$ cat src/core/pcc_pkg.sv
// Constants, register indices and state codes for the PLL configuration and calibration control.
package pcc_pkg;
    localparam int unsigned CLK_HZ = 25_000_000;
    localparam int unsigned ADC_MAX_HZ = 400_000;
    localparam int unsigned ADC_MIN_CYC = (CLK_HZ + ADC_MAX_HZ - 1) / ADC_MAX_HZ;
    localparam logic [5:0] ADC_GAP_MAX = 6'(ADC_MIN_CYC - 1);
    localparam logic [4:0] ADC_LAST_TICK = 5'h10;
    localparam logic [3:0] BAND_TOP_BIT = 4'h8;
    localparam logic [19:0] VCAL_TICKS = 20'h00002;
    localparam logic [7:0] REG_RESET = 8'h00;
    localparam int IDX_W = 8;
    localparam logic [7:0] IDX_SERIAL = 8'h00;
    localparam logic [7:0] IDX_NINT_LO = 8'h10;
    localparam logic [7:0] IDX_NINT_HI = 8'h11;
    localparam logic [7:0] IDX_RDIV = 8'h20;
    localparam logic [7:0] IDX_CP_DBL = 8'h21;
    localparam logic [7:0] IDX_DIVS = 8'h22;
    localparam logic [7:0] IDX_DBUF = 8'h23;
    localparam logic [7:0] IDX_PRE_LO = 8'h24;
    localparam logic [7:0] IDX_PRE_HI = 8'h25;
    localparam logic [7:0] IDX_DEC_LO = 8'h26;
    localparam logic [7:0] IDX_DEC_HI = 8'h27;
    localparam logic [7:0] IDX_SETTLE = 8'h28;
    localparam logic [7:0] IDX_LOCKWIN = 8'h2C;
    localparam logic [7:0] IDX_MUX = 8'h2E;
    localparam logic [7:0] IDX_CAL_BAND = 8'h30;
    localparam logic [7:0] IDX_CAL_MISC = 8'h31;
    localparam logic [7:0] IDX_MANUAL = 8'h32;
    localparam logic [7:0] IDX_STR_ADDR = 8'h3E;
    localparam logic [7:0] IDX_STR_DATA = 8'h3F;
    localparam logic [7:0] IDX_ADC_CTRL = 8'h54;
    localparam logic [7:0] IDX_STATUS = 8'h58;
    localparam logic [7:0] IDX_TEMP_LO = 8'h5B;
    localparam logic [7:0] IDX_TEMP_HI = 8'h5C;
    localparam int FOUR_WIRE_BIT = 3;
    localparam int ADC_START_BIT = 0;
    localparam int ADC_CONV_EN_BIT = 1;
    localparam int REF_CLK_EN_BIT = 2;
    localparam int FB_CLK_EN_BIT = 3;
    localparam int ADC_PD_BIT = 4;
    localparam int ADC_EN_BIT = 5;
    localparam int ADC_CLK_EN_BIT = 6;
    localparam int STAT_ADC_BUSY = 2;
    localparam int STAT_CAL_BUSY = 3;

    typedef enum logic [4:0] {
        CAL_IDLE = 5'b00001,
        CAL_PRE = 5'b00010,
        CAL_DECIDE = 5'b00100,
        CAL_SETTLE = 5'b01000,
        CAL_VCAL = 5'b10000
    } pcc_cal_e;
endpackage

$ cat src/core/pcc_core.sv
// Register file, double buffering, temperature ADC control and VCO calibration sequencer.
`timescale 1ns/10ps
module pcc_core #(
    parameter logic [11:0] CORE_SPLIT = 12'h0C8,
    parameter logic [8:0] TEMP_OFFSET = 9'h040
) (
    input wire logic clk_i,
    input wire logic reset_i,
    input wire logic [pcc_pkg::IDX_W-1:0] address_i,
    input wire logic read_i,
    input wire logic write_i,
    input wire logic [31:0] writedata_i,
    input wire logic [3:0] byteenable_i,
    output logic [31:0] readdata_o,
    output logic waitrequest_o,
    input wire logic pfd_tick_i,
    input wire logic vco_fast_i,
    input wire logic lock_det_i,
    input wire logic [7:0] adc_sample_i,
    output logic [11:0] nint_o,
    output logic [5:0] rdiv_o,
    output logic doubler_o,
    output logic [3:0] pump_current_o,
    output logic [2:0] output_divider_o,
    output logic [1:0] cal_clock_divider_o,
    output logic cal_clock_halving_o,
    output logic output_inversion_o,
    output logic bleed_direction_o,
    output logic [2:0] lock_window_select_o,
    output logic integer_mode_o,
    output logic large_bleed_o,
    output logic debug_node_selector_o,
    output logic four_wire_select_o,
    output logic tuning_voltage_precharge_o,
    output logic vco_core_o,
    output logic [8:0] vco_band_o,
    output logic [3:0] vco_bias_o
);
    import pcc_pkg::*;

    ////////////////////////////////////////////////////////////////////////////
    // Avalon slave: one wait state on every access, all indices mapped.
    logic ack_q;
    logic [7:0] regs_q [0:255];
    logic [7:0] sptr_q;
    logic [31:0] rd_q;
    logic load_q;
    wire req = read_i | write_i;
    wire is_stream = address_i == IDX_STR_DATA;
    wire [7:0] acc_idx = is_stream ? sptr_q : address_i;
    wire wr_go = write_i & ack_q & byteenable_i[0];
    wire [7:0] wd = writedata_i[7:0];
    wire wr_nint_lo = wr_go & (acc_idx == IDX_NINT_LO);
    wire wr_sptr = wr_go & (address_i == IDX_STR_ADDR);

    assign waitrequest_o = req & ~ack_q;
    assign readdata_o = rd_q;

    always_ff @(posedge clk_i) begin
        if (reset_i) begin
            ack_q <= 1'b0;
        end else begin
            ack_q <= req & ~ack_q;
        end
    end

    always_ff @(posedge clk_i) begin
        if (reset_i) begin
            for (int i = 0; i < 256; i++) begin
                regs_q[i] <= REG_RESET;
            end
        end else if (wr_go) begin
            regs_q[acc_idx] <= wd;
        end
    end

    // A stream starts at the pointer written once, then walks upward.
    always_ff @(posedge clk_i) begin
        if (reset_i) begin
            sptr_q <= REG_RESET;
        end else if (wr_sptr) begin
            sptr_q <= wd;
        end else if (wr_go & is_stream) begin
            sptr_q <= sptr_q + 8'h01;
        end
    end

    // The copy waits one cycle so the new low byte is already in the array.
    always_ff @(posedge clk_i) begin
        if (reset_i) begin
            load_q <= 1'b0;
        end else begin
            load_q <= wr_nint_lo;
        end
    end

    ////////////////////////////////////////////////////////////////////////////
    // Main copies and buffer enables.
    wire [7:0] ctrl = regs_q[IDX_ADC_CTRL];
    wire [7:0] dbuf = regs_q[IDX_DBUF];
    wire [11:0] nint_m = {regs_q[IDX_NINT_HI][3:0], regs_q[IDX_NINT_LO]};
    wire inv_m = regs_q[IDX_NINT_HI][4];
    wire [5:0] rdiv_m = regs_q[IDX_RDIV][5:0];
    wire dbl_m = regs_q[IDX_CP_DBL][0];
    wire [3:0] cp_m = regs_q[IDX_CP_DBL][7:4];
    wire [2:0] odiv_m = regs_q[IDX_DIVS][2:0];
    wire [1:0] cdiv_m = regs_q[IDX_DIVS][4:3];
    wire chalf_m = regs_q[IDX_DIVS][5];
    wire bpol_m = dbuf[4];
    wire db_odiv = dbuf[0];
    wire db_cdiv = dbuf[1];
    wire db_dly = dbuf[2];
    wire manual = regs_q[IDX_MANUAL][0];
    wire [15:0] pre_to = {regs_q[IDX_PRE_HI], regs_q[IDX_PRE_LO]};
    wire [15:0] dec_to = {regs_q[IDX_DEC_HI], regs_q[IDX_DEC_LO]};
    wire [7:0] set_to = regs_q[IDX_SETTLE];
    wire [3:0] mux_sel = regs_q[IDX_MUX][7:4];
    wire [2:0] lwin = regs_q[IDX_LOCKWIN][7:5];

    ////////////////////////////////////////////////////////////////////////////
    // Subordinate copies drive the device; lock window, mode flags and four-wire select come straight from the main copies.
    always_ff @(posedge clk_i) begin
        if (reset_i) begin
            nint_o <= 12'h000;
            rdiv_o <= 6'h00;
            doubler_o <= 1'b0;
            pump_current_o <= 4'h0;
        end else if (load_q) begin
            nint_o <= nint_m;
            rdiv_o <= rdiv_m;
            doubler_o <= dbl_m;
            pump_current_o <= cp_m;
        end
    end

    always_ff @(posedge clk_i) begin
        if (reset_i) begin
            output_divider_o <= 3'h0;
            cal_clock_divider_o <= 2'h0;
            cal_clock_halving_o <= 1'b0;
            output_inversion_o <= 1'b0;
            bleed_direction_o <= 1'b0;
        end else begin
            if (load_q | ~db_odiv) output_divider_o <= odiv_m;
            if (load_q | ~db_cdiv) cal_clock_divider_o <= cdiv_m;
            cal_clock_halving_o <= chalf_m;
            if (load_q | ~db_dly) begin
                output_inversion_o <= inv_m;
                bleed_direction_o <= bpol_m;
            end
        end
    end

    assign lock_window_select_o = lwin;
    assign integer_mode_o = lwin[2:1] == 2'h0;
    assign large_bleed_o = lwin == 3'h1;
    assign four_wire_select_o = regs_q[IDX_SERIAL][FOUR_WIRE_BIT];

    ////////////////////////////////////////////////////////////////////////////
    // Calibration and ADC clocks, one-cycle enables from the PFD rate.
    logic [3:0] pcnt_q;
    wire clk_on = ctrl[REF_CLK_EN_BIT] & ctrl[FB_CLK_EN_BIT];
    wire [2:0] rsh = {1'b0, cal_clock_divider_o} + {2'b00, cal_clock_halving_o};
    wire [3:0] cmask = 4'((5'h01 << cal_clock_divider_o) - 5'h01);
    wire [3:0] rmask = 4'((5'h01 << rsh) - 5'h01);
    wire cal_tick = pfd_tick_i & clk_on & ((pcnt_q & cmask) == cmask);
    wire rclk_tick = pfd_tick_i & clk_on & ((pcnt_q & rmask) == rmask);

    always_ff @(posedge clk_i) begin
        if (reset_i | ~clk_on) begin
            pcnt_q <= 4'h0;
        end else if (pfd_tick_i) begin
            pcnt_q <= pcnt_q + 4'h1;
        end
    end

    // The ADC clock follows the divided reference but is rate limited so
    // that a fast PFD can never push it past its maximum.
    logic [5:0] gap_q;
    wire adc_run = ctrl[ADC_CONV_EN_BIT] & ctrl[ADC_EN_BIT] & ctrl[ADC_CLK_EN_BIT]
        & ~ctrl[ADC_PD_BIT];
    wire adc_tick = rclk_tick & adc_run & (gap_q == ADC_GAP_MAX);

    always_ff @(posedge clk_i) begin
        if (reset_i | adc_tick) begin
            gap_q <= 6'h00;
        end else if (gap_q != ADC_GAP_MAX) begin
            gap_q <= gap_q + 6'h01;
        end
    end

    ////////////////////////////////////////////////////////////////////////////
    // Temperature conversion.
    logic conv_busy_q;
    logic [4:0] ccnt_q;
    logic [8:0] temp_q;
    wire conv_start = wr_go & (acc_idx == IDX_ADC_CTRL) & wd[ADC_START_BIT];
    wire conv_done = conv_busy_q & adc_tick & (ccnt_q == ADC_LAST_TICK);

    always_ff @(posedge clk_i) begin
        if (reset_i) begin
            conv_busy_q <= 1'b0;
        end else if (conv_start) begin
            conv_busy_q <= 1'b1;
        end else if (conv_done) begin
            conv_busy_q <= 1'b0;
        end
    end

    always_ff @(posedge clk_i) begin
        if (reset_i | conv_start) begin
            ccnt_q <= 5'h00;
        end else if (conv_busy_q & adc_tick) begin
            ccnt_q <= ccnt_q + 5'h01;
        end
    end

    // Offset binary to signed Celsius; bit 8 set means below zero.
    always_ff @(posedge clk_i) begin
        if (reset_i) begin
            temp_q <= 9'h000;
        end else if (conv_done) begin
            temp_q <= {1'b0, adc_sample_i} - TEMP_OFFSET;
        end
    end

    ////////////////////////////////////////////////////////////////////////////
    // VCO calibration sequencer.
    pcc_cal_e state_q, state_d;
    logic [19:0] cnt_q;
    logic [3:0] bit_q;
    wire cal_go = load_q & ~manual;
    wire in_vcal = state_q == CAL_VCAL;
    wire step = in_vcal ? rclk_tick : cal_tick;
    wire [19:0] tgt = (state_q == CAL_PRE) ? {4'h0, pre_to} :
        (state_q == CAL_DECIDE) ? {dec_to, 4'h0} :
        (state_q == CAL_SETTLE) ? {12'h000, set_to} : VCAL_TICKS;
    wire phase_end = step & (({1'b0, cnt_q} + 21'h000001) >= {1'b0, tgt});
    wire last_bit = bit_q == 4'h0;
    wire [8:0] bm = 9'h001 << bit_q;
    wire [8:0] band_d = (vco_band_o & ~bm) | (vco_fast_i ? 9'h000 : bm)
        | (last_bit ? 9'h000 : (bm >> 1));

    always_comb begin
        state_d = state_q;
        unique case (state_q)
            CAL_IDLE: state_d = CAL_IDLE;
            CAL_PRE: if (phase_end) state_d = CAL_DECIDE;
            CAL_DECIDE: if (phase_end) state_d = CAL_SETTLE;
            CAL_SETTLE: if (phase_end) state_d = last_bit ? CAL_VCAL : CAL_DECIDE;
            CAL_VCAL: if (phase_end) state_d = CAL_IDLE;
            default: state_d = CAL_IDLE;
        endcase
    end

    // A fresh trigger restarts the sequence from precharge.
    always_ff @(posedge clk_i) begin
        if (reset_i) begin
            state_q <= CAL_IDLE;
        end else begin
            state_q <= cal_go ? CAL_PRE : state_d;
        end
    end

    always_ff @(posedge clk_i) begin
        if (reset_i | cal_go | (state_d != state_q)) begin
            cnt_q <= 20'h00000;
        end else if (step) begin
            cnt_q <= cnt_q + 20'h00001;
        end
    end

    always_ff @(posedge clk_i) begin
        if (reset_i | cal_go) begin
            bit_q <= BAND_TOP_BIT;
        end else if ((state_q == CAL_SETTLE) & phase_end & ~last_bit) begin
            bit_q <= bit_q - 4'h1;
        end
    end

    always_ff @(posedge clk_i) begin
        if (reset_i) begin
            vco_band_o <= 9'h000;
            vco_core_o <= 1'b0;
            vco_bias_o <= 4'h0;
        end else if (load_q & manual) begin
            vco_band_o <= {regs_q[IDX_CAL_MISC][0], regs_q[IDX_CAL_BAND]};
            vco_core_o <= regs_q[IDX_CAL_MISC][1];
            vco_bias_o <= regs_q[IDX_CAL_MISC][7:4];
        end else if (cal_go) begin
            vco_band_o <= 9'h100;
            vco_core_o <= nint_m >= CORE_SPLIT;
        end else if ((state_q == CAL_DECIDE) & phase_end) begin
            vco_band_o <= band_d;
        end else if (in_vcal & phase_end) begin
            vco_bias_o <= vco_band_o[8:5];
        end
    end

    assign tuning_voltage_precharge_o = state_q == CAL_PRE;

    ////////////////////////////////////////////////////////////////////////////
    // Status, read-back and debug pin.
    wire cal_busy = state_q != CAL_IDLE;
    wire adc_busy = conv_busy_q | (state_q == CAL_PRE);
    wire [7:0] status = {4'h0, cal_busy, adc_busy, 2'b00} | {7'h00, lock_det_i};
    wire [7:0] rd_val = (acc_idx == IDX_STATUS) ? status :
        (acc_idx == IDX_TEMP_LO) ? temp_q[7:0] :
        (acc_idx == IDX_TEMP_HI) ? {7'h00, temp_q[8]} :
        (acc_idx == IDX_CAL_BAND) ? vco_band_o[7:0] :
        (acc_idx == IDX_CAL_MISC) ? {vco_bias_o, 2'b00, vco_core_o, vco_band_o[8]} :
        regs_q[acc_idx];
    wire [15:0] mux_vec = {9'h000, cal_tick, rclk_tick, tuning_voltage_precharge_o,
        cal_busy, adc_busy, lock_det_i, 1'b0};

    always_ff @(posedge clk_i) begin
        if (reset_i) begin
            rd_q <= 32'h00000000;
            debug_node_selector_o <= 1'b0;
        end else begin
            if (read_i & ~ack_q) rd_q <= {24'h000000, rd_val};
            debug_node_selector_o <= mux_vec[mux_sel];
        end
    end

    ////////////////////////////////////////////////////////////////////////////
    // Checks.
    logic [4:0] tk_q;
    logic [3:0] dec_q;
    always_ff @(posedge clk_i) begin
        if (reset_i | conv_start) tk_q <= 5'h00;
        else if (conv_busy_q & adc_tick) tk_q <= tk_q + 5'h01;
        if (reset_i | cal_go) dec_q <= 4'h0;
        else if ((state_q == CAL_DECIDE) & phase_end) dec_q <= dec_q + 4'h1;
    end

    a_adc_busy_rise: assert property (@(posedge clk_i) disable iff (reset_i)
        conv_start |=> conv_busy_q) else $error("adc busy did not rise on start");
    a_conv_tick_count: assert property (@(posedge clk_i) disable iff (reset_i)
        $fell(conv_busy_q) |-> $past(tk_q) == 5'h10 && tk_q == 5'h11)
        else $error("conversion length is not 17 ticks");
    a_adc_rate_limit: assert property (@(posedge clk_i) disable iff (reset_i)
        adc_tick |=> !adc_tick [*8]) else $error("adc clock too fast");
    a_buffer_hold: assert property (@(posedge clk_i) disable iff (reset_i)
        !load_q |=> $stable(nint_o)) else $error("buffered field changed without load");
    a_load_copy: assert property (@(posedge clk_i) disable iff (reset_i)
        wr_nint_lo ##1 load_q |=> nint_o == $past(nint_m))
        else $error("main copy not transferred");
    a_cal_trigger: assert property (@(posedge clk_i) disable iff (reset_i)
        wr_nint_lo && !manual |-> ##2 cal_busy && adc_busy)
        else $error("calibration did not start");
    a_unbuf_track: assert property (@(posedge clk_i) disable iff (reset_i)
        !db_odiv |=> output_divider_o == $past(odiv_m))
        else $error("unbuffered divider not immediate");
    a_nine_decisions: assert property (@(posedge clk_i) disable iff (reset_i)
        $rose(in_vcal) |-> dec_q == 4'h9) else $error("band decision count wrong");
    a_busy_order: assert property (@(posedge clk_i) disable iff (reset_i)
        $fell(cal_busy) && !cal_go |-> !tuning_voltage_precharge_o && $past(in_vcal))
        else $error("sequencer ended outside final step");
    a_mux_select: assert property (@(posedge clk_i) disable iff (reset_i)
        ##1 debug_node_selector_o == $past(mux_vec[mux_sel])) else $error("debug pin wrong node");
endmodule // pcc_core

$ cat config.mk
export PLATFORM = sky130hd
export DESIGN_NAME = pcc_core
export DESIGN_NICKNAME = d
export VERILOG_FILES = /design/src/core/pcc_pkg.sv /design/src/core/pcc_core.sv
export SDC_FILE = /design/constraint.sdc
export NUM_CORES = 2
export LEC_CHECK = 0
export BUFFER_PORTS_ARGS = -buffer_cell sky130_fd_sc_hd__buf_2
export CORE_MARGIN = 10
export CORE_UTILIZATION = 40
export CTS_CLUSTER_DIAMETER = 80
export DETAILED_ROUTE_END_ITERATION = 8
export HOLD_SLACK_MARGIN = 0.08
export PLACE_DENSITY = 0.52
export SYNTH_ARGS = -nofsm -noshare
export SYNTH_HDL_FRONTEND = slang
export SYNTH_SLANG_ARGS = --single-unit
$ cat constraint.sdc
create_clock -name clk_i -period 9.2 [get_ports clk_i]
set_clock_uncertainty 0.1 [all_clocks]
set_input_delay 1.38 -clock clk_i [delete_from_list [all_inputs] [get_ports clk_i]]
set_output_delay 1.38 -clock clk_i [all_outputs]
set_load 0.1 [all_outputs]
==> summary.txt <==
Final layout
  – Layout Utilization: between 40 and 50%
  – Layout cells sized above 1: a little under an eighth
  – Nets@finish: 7944
  – Area grow syn2layout: 10.89%
  – Non-Filler Cell Area, Final: around 110000 µm²
  – Cell Count, Final, Fillers Out: 11250
  – Fillers: 22340

Power
  – PwrDens: between 150 and 200 nW/µm²
  – VDD IR max: 0.2267 mV
  – Overall Power: 21.73 mW
  – Leakage: around 38 nW

GRT
  – GRT overflow: 0
  – Antenna violations before repair: 22
  – Gr usage total: roughly 25%
  – Largest net degree at the start of global routing: between 150 and 200
  – Global-route wire length before repair: between 400000 and 500000 µm
  – Vias in the first global route: 65410

STA
  – Fin crit share: 66.41%
  – RSZ-0062 raised after global routing: false
  – Final slew viol count: 0
  – Slew @ Worst Pin: about 1.3 ns
  – Final hold viol count: 0
  – Final min period: 6.110 ns
  – Worst relative slew slack: ~15%
  – Final setup TNS: 0 ns
  – Setup WS post-layout: about 3.1 ns
  – Setup-failing EPs final: 0
  – F_max: approximately 160 MHz
  – Hold WS: approximately 0.37 ns

Clock network
  – CTS Hold Buffers Added: 0
  – CTS clk-pin slew, worst paths: approximately 0.060 ns
  – CTS tree: yes
  – Max Root-Sink Buffers: 3
  – Setup bufs post-CTS: 0
  – TritonCTS buffer count: 232
  – Post_cts resized: 0
  – Clock Sinks: 2165
  – H-tree Lvls: 4
  – Worst-Skew Late Latency: between 0.8 and 0.9 ns
  – Root Buffer: clkbuf_16

Routing
  – Routed wire length: ~340000 µm
  – Post-DR vias/cell: between 5 and 6
  – Antenna-violating nets left: 0
  – Initial drt markers: 8129
  – Routed len/inst: just over 30 µm
  – Remaining DRCs: 0
  – Via count: roughly 68000
  – Pre-antenna DRT Iters: 6

Critical path
  – Crit-path cells: buf_4 -> buf_4 -> nand4_1 -> o31ai_1 -> nor2_4 -> nand2_1 -> a21oi_1 -> nor3_1 -> o21ai_0 -> nor4_1 -> nand4_1 -> o21ai_1
  – Required @ worst endpoint: 9.92 ns
  – Startpoint Class: input port
  – CP max FO: 34
  – Delay-heaviest family, CP: simple AND/OR/NAND/NOR gates
  – Worst stage delay on the critical path: slightly above 1 ns
  – Crit path kind: input port to register
  – Crit path buf inv count: 2
  – Critical Path AT: 6.83 ns
  – CP max-delay cell: nor4_1
  – Critical path endpoint category: register

Synthesis
  – Cell area after synthesis: roughly 98000 µm²
  – #FFs+latches synth: 2165
  – Register area share after synthesis: around two thirds
  – Synth Area per Inst: around 12 µm²
  – Yosys Warn Count: 0
  – Top FF cell, synth: edfxtp_1
  – Post-synth EDFFs: about 2000
  – Instance count of the mapped netlist: 8030
  – Async SR Flop Fraction: 0%
  – Yosys cell types: between 70 and 80

Floorplanning
  – Boundary Pins: 145
  – Die span in y: 515.2 µm
  – Core Footprint: 243700 µm²
  – Initial core utilization: between 40% and 50%
  – Die W: 515.2 µm
  – Site Rows: around 180
  – Die area: ~270000 µm²

Placed design
  – Placed Area: 101600 µm²
  – Placed cells: between 10000 and 15000
  – DP HPWL: 210000 µm
  – IO buf count: 93
  – GP Congestion: ~0.91
  – Dpl ws: 2.478 ns

Worst hold path
  – Worst hold path type: register to register

Job
  – Total of max-cap violations: 0

Run status
  – Outcome: completed
==> final timing paths <==
check,start,endpoint,slack [ns],depth (start not counted)
max,address_i[1],readdata_o[1],3.09,12
min,gap_q[5],gap_q[5],0.37,1
max reg2reg,sptr_q[1],readdata_o[2],3.71,10
min reg2reg,gap_q[5],gap_q[5],0.37,1
==> where the power goes <==
group	internal, mW	switching (mW)
Combinational	0.331	1.21
Sequential	11.1	0.114
Clock	5.06	3.97
Total	16.4	5.29
==> cells in the mapped netlist (38+ instances only) <==
master	n	share of area, %
edfxtp_1	2047	63
and2_1	1791	11
o22ai_1	762	4.9
nor2_1	479	1.8
clkbuf_1	462	1.8
o21ai_0	400	2.0
nor3_1	281	1.4
a22oi_1	277	2.1
or2_2	265	1.7
a21oi_1	183	0.93
dfxtp_1	118	2.4
buf_2	110	0.56
nand2_1	100	0.38
a41oi_1	77	0.69
buf_1	74	0.28
buf_4	53	0.41
nand3_1	52	0.27
mux2i_1	49	0.50
nor4_1	45	0.29
xnor2_1	38	0.34
==> logic make-up (layout without fill, tap and decap cells) <==
logic type      count (synthesis)  count (layout)  share of synthesized area, %
flops                        2165            2165                         65.08
buf+inv                       736             726                         3.278
fa+ha+maj                      36              36                        0.4592
simple gates                 3109            3109                         18.00
compound gates               1857            1857                         11.92
other cells                     1              33                      0.003823
mux                            75              75                        0.7986
xor+xnor                       51              51                        0.4554
==> state kept, by name, summed over array words and instances, names as in the netlist, 4 cells and up <==
register        cells
rdiv_o              6
sptr_q              8
regs_q           2047
pcnt_q              4
nint_o             12
pump_current_o      4
gap_q               6
readdata_o          8
vco_band_o          9
ccnt_q              5
temp_q              9
cnt_q              20
vco_bias_o          4
state_q             5
bit_q               4
==> layout by cell type, fill, tap and decap left out, types with 10 or more instances in the layout <==
| cell type | netlist | final |
|---|---|---|
| xnor2_1 | 38 | 38 |
| a21oi_1 | 183 | 183 |
| mux2_2 | 26 | 26 |
| buf_2 | 110 | 83 |
| nor3_1 | 281 | 280 |
| a211oi_1 | 17 | 17 |
| dfxtp_1 | 118 | 117 |
| or2_2 | 265 | 265 |
| clkinv_1 | 1 | 57 |
| buf_12 | 0 | 31 |
| nand3_1 | 52 | 39 |
| nor2_1 | 479 | 474 |
| nand2_1 | 100 | 94 |
| edfxtp_1 | 2047 | 2047 |
| nor4_1 | 45 | 44 |
| nand3_2 | 0 | 13 |
| o22ai_1 | 762 | 762 |
| and3_1 | 10 | 10 |
| o21ai_1 | 15 | 14 |
| and2_1 | 1791 | 1790 |
| nand4_1 | 33 | 33 |
| clkinv_2 | 0 | 38 |
| o21ai_0 | 400 | 399 |
| ha_1 | 36 | 36 |
| o31ai_1 | 30 | 30 |
| clkbuf_1 | 462 | 64 |
| bufinv_16 | 0 | 12 |
| inv_1 | 21 | 21 |
| a41oi_1 | 77 | 77 |
| a22oi_1 | 277 | 277 |
| clkbuf_16 | 0 | 236 |
| buf_4 | 53 | 154 |
| a31oi_1 | 13 | 12 |
| mux2i_1 | 49 | 49 |
| xor2_1 | 13 | 13 |
| nor2b_1 | 11 | 10 |
| o32ai_1 | 11 | 11 |
| conb_1 | 1 | 24 |
==> metal layers <==
metal | vias to the layer above | track usage, % | wire length [µm]
li1 | 29450 | - | -
met1 | 34420 | 34.02 | 142900
met2 | 3047 | 39.44 | 157900
met3 | 579 | 4.696 | 28490
met4 | 8 | 9.395 | 13650
met5 | - | 0 | 56
==> cell type report <==
type	count	area, µm²	share of cell area [%]
Multi-Input combinational cell	5152	31350	28.82
Inverter	22	90.09	0.08283
Antenna cell	9	22.52	0.02071
Clock buffer	307	6230	5.728
Timing Repair Buffer	276	2312	2.126
Tap cell	3202	4006	3.683
Sequential cell	2165	63830	58.69
Clock inverter	121	920.9	0.8467
==> worst reg2reg max path, stage by stage, from the launching register on <==
cell and delay, ns:
dfxtp_1 0.48, nand2b_1 0.15, or4_4 0.46, o21a_4 0.91, buf_4 0.69, o22ai_1 0.15, o21ai_0 0.39, a41oi_1 0.44
o41ai_1 1.12, o21ai_1 0.16, o32ai_1 0.36
Power figures use the tool's default switching activity.
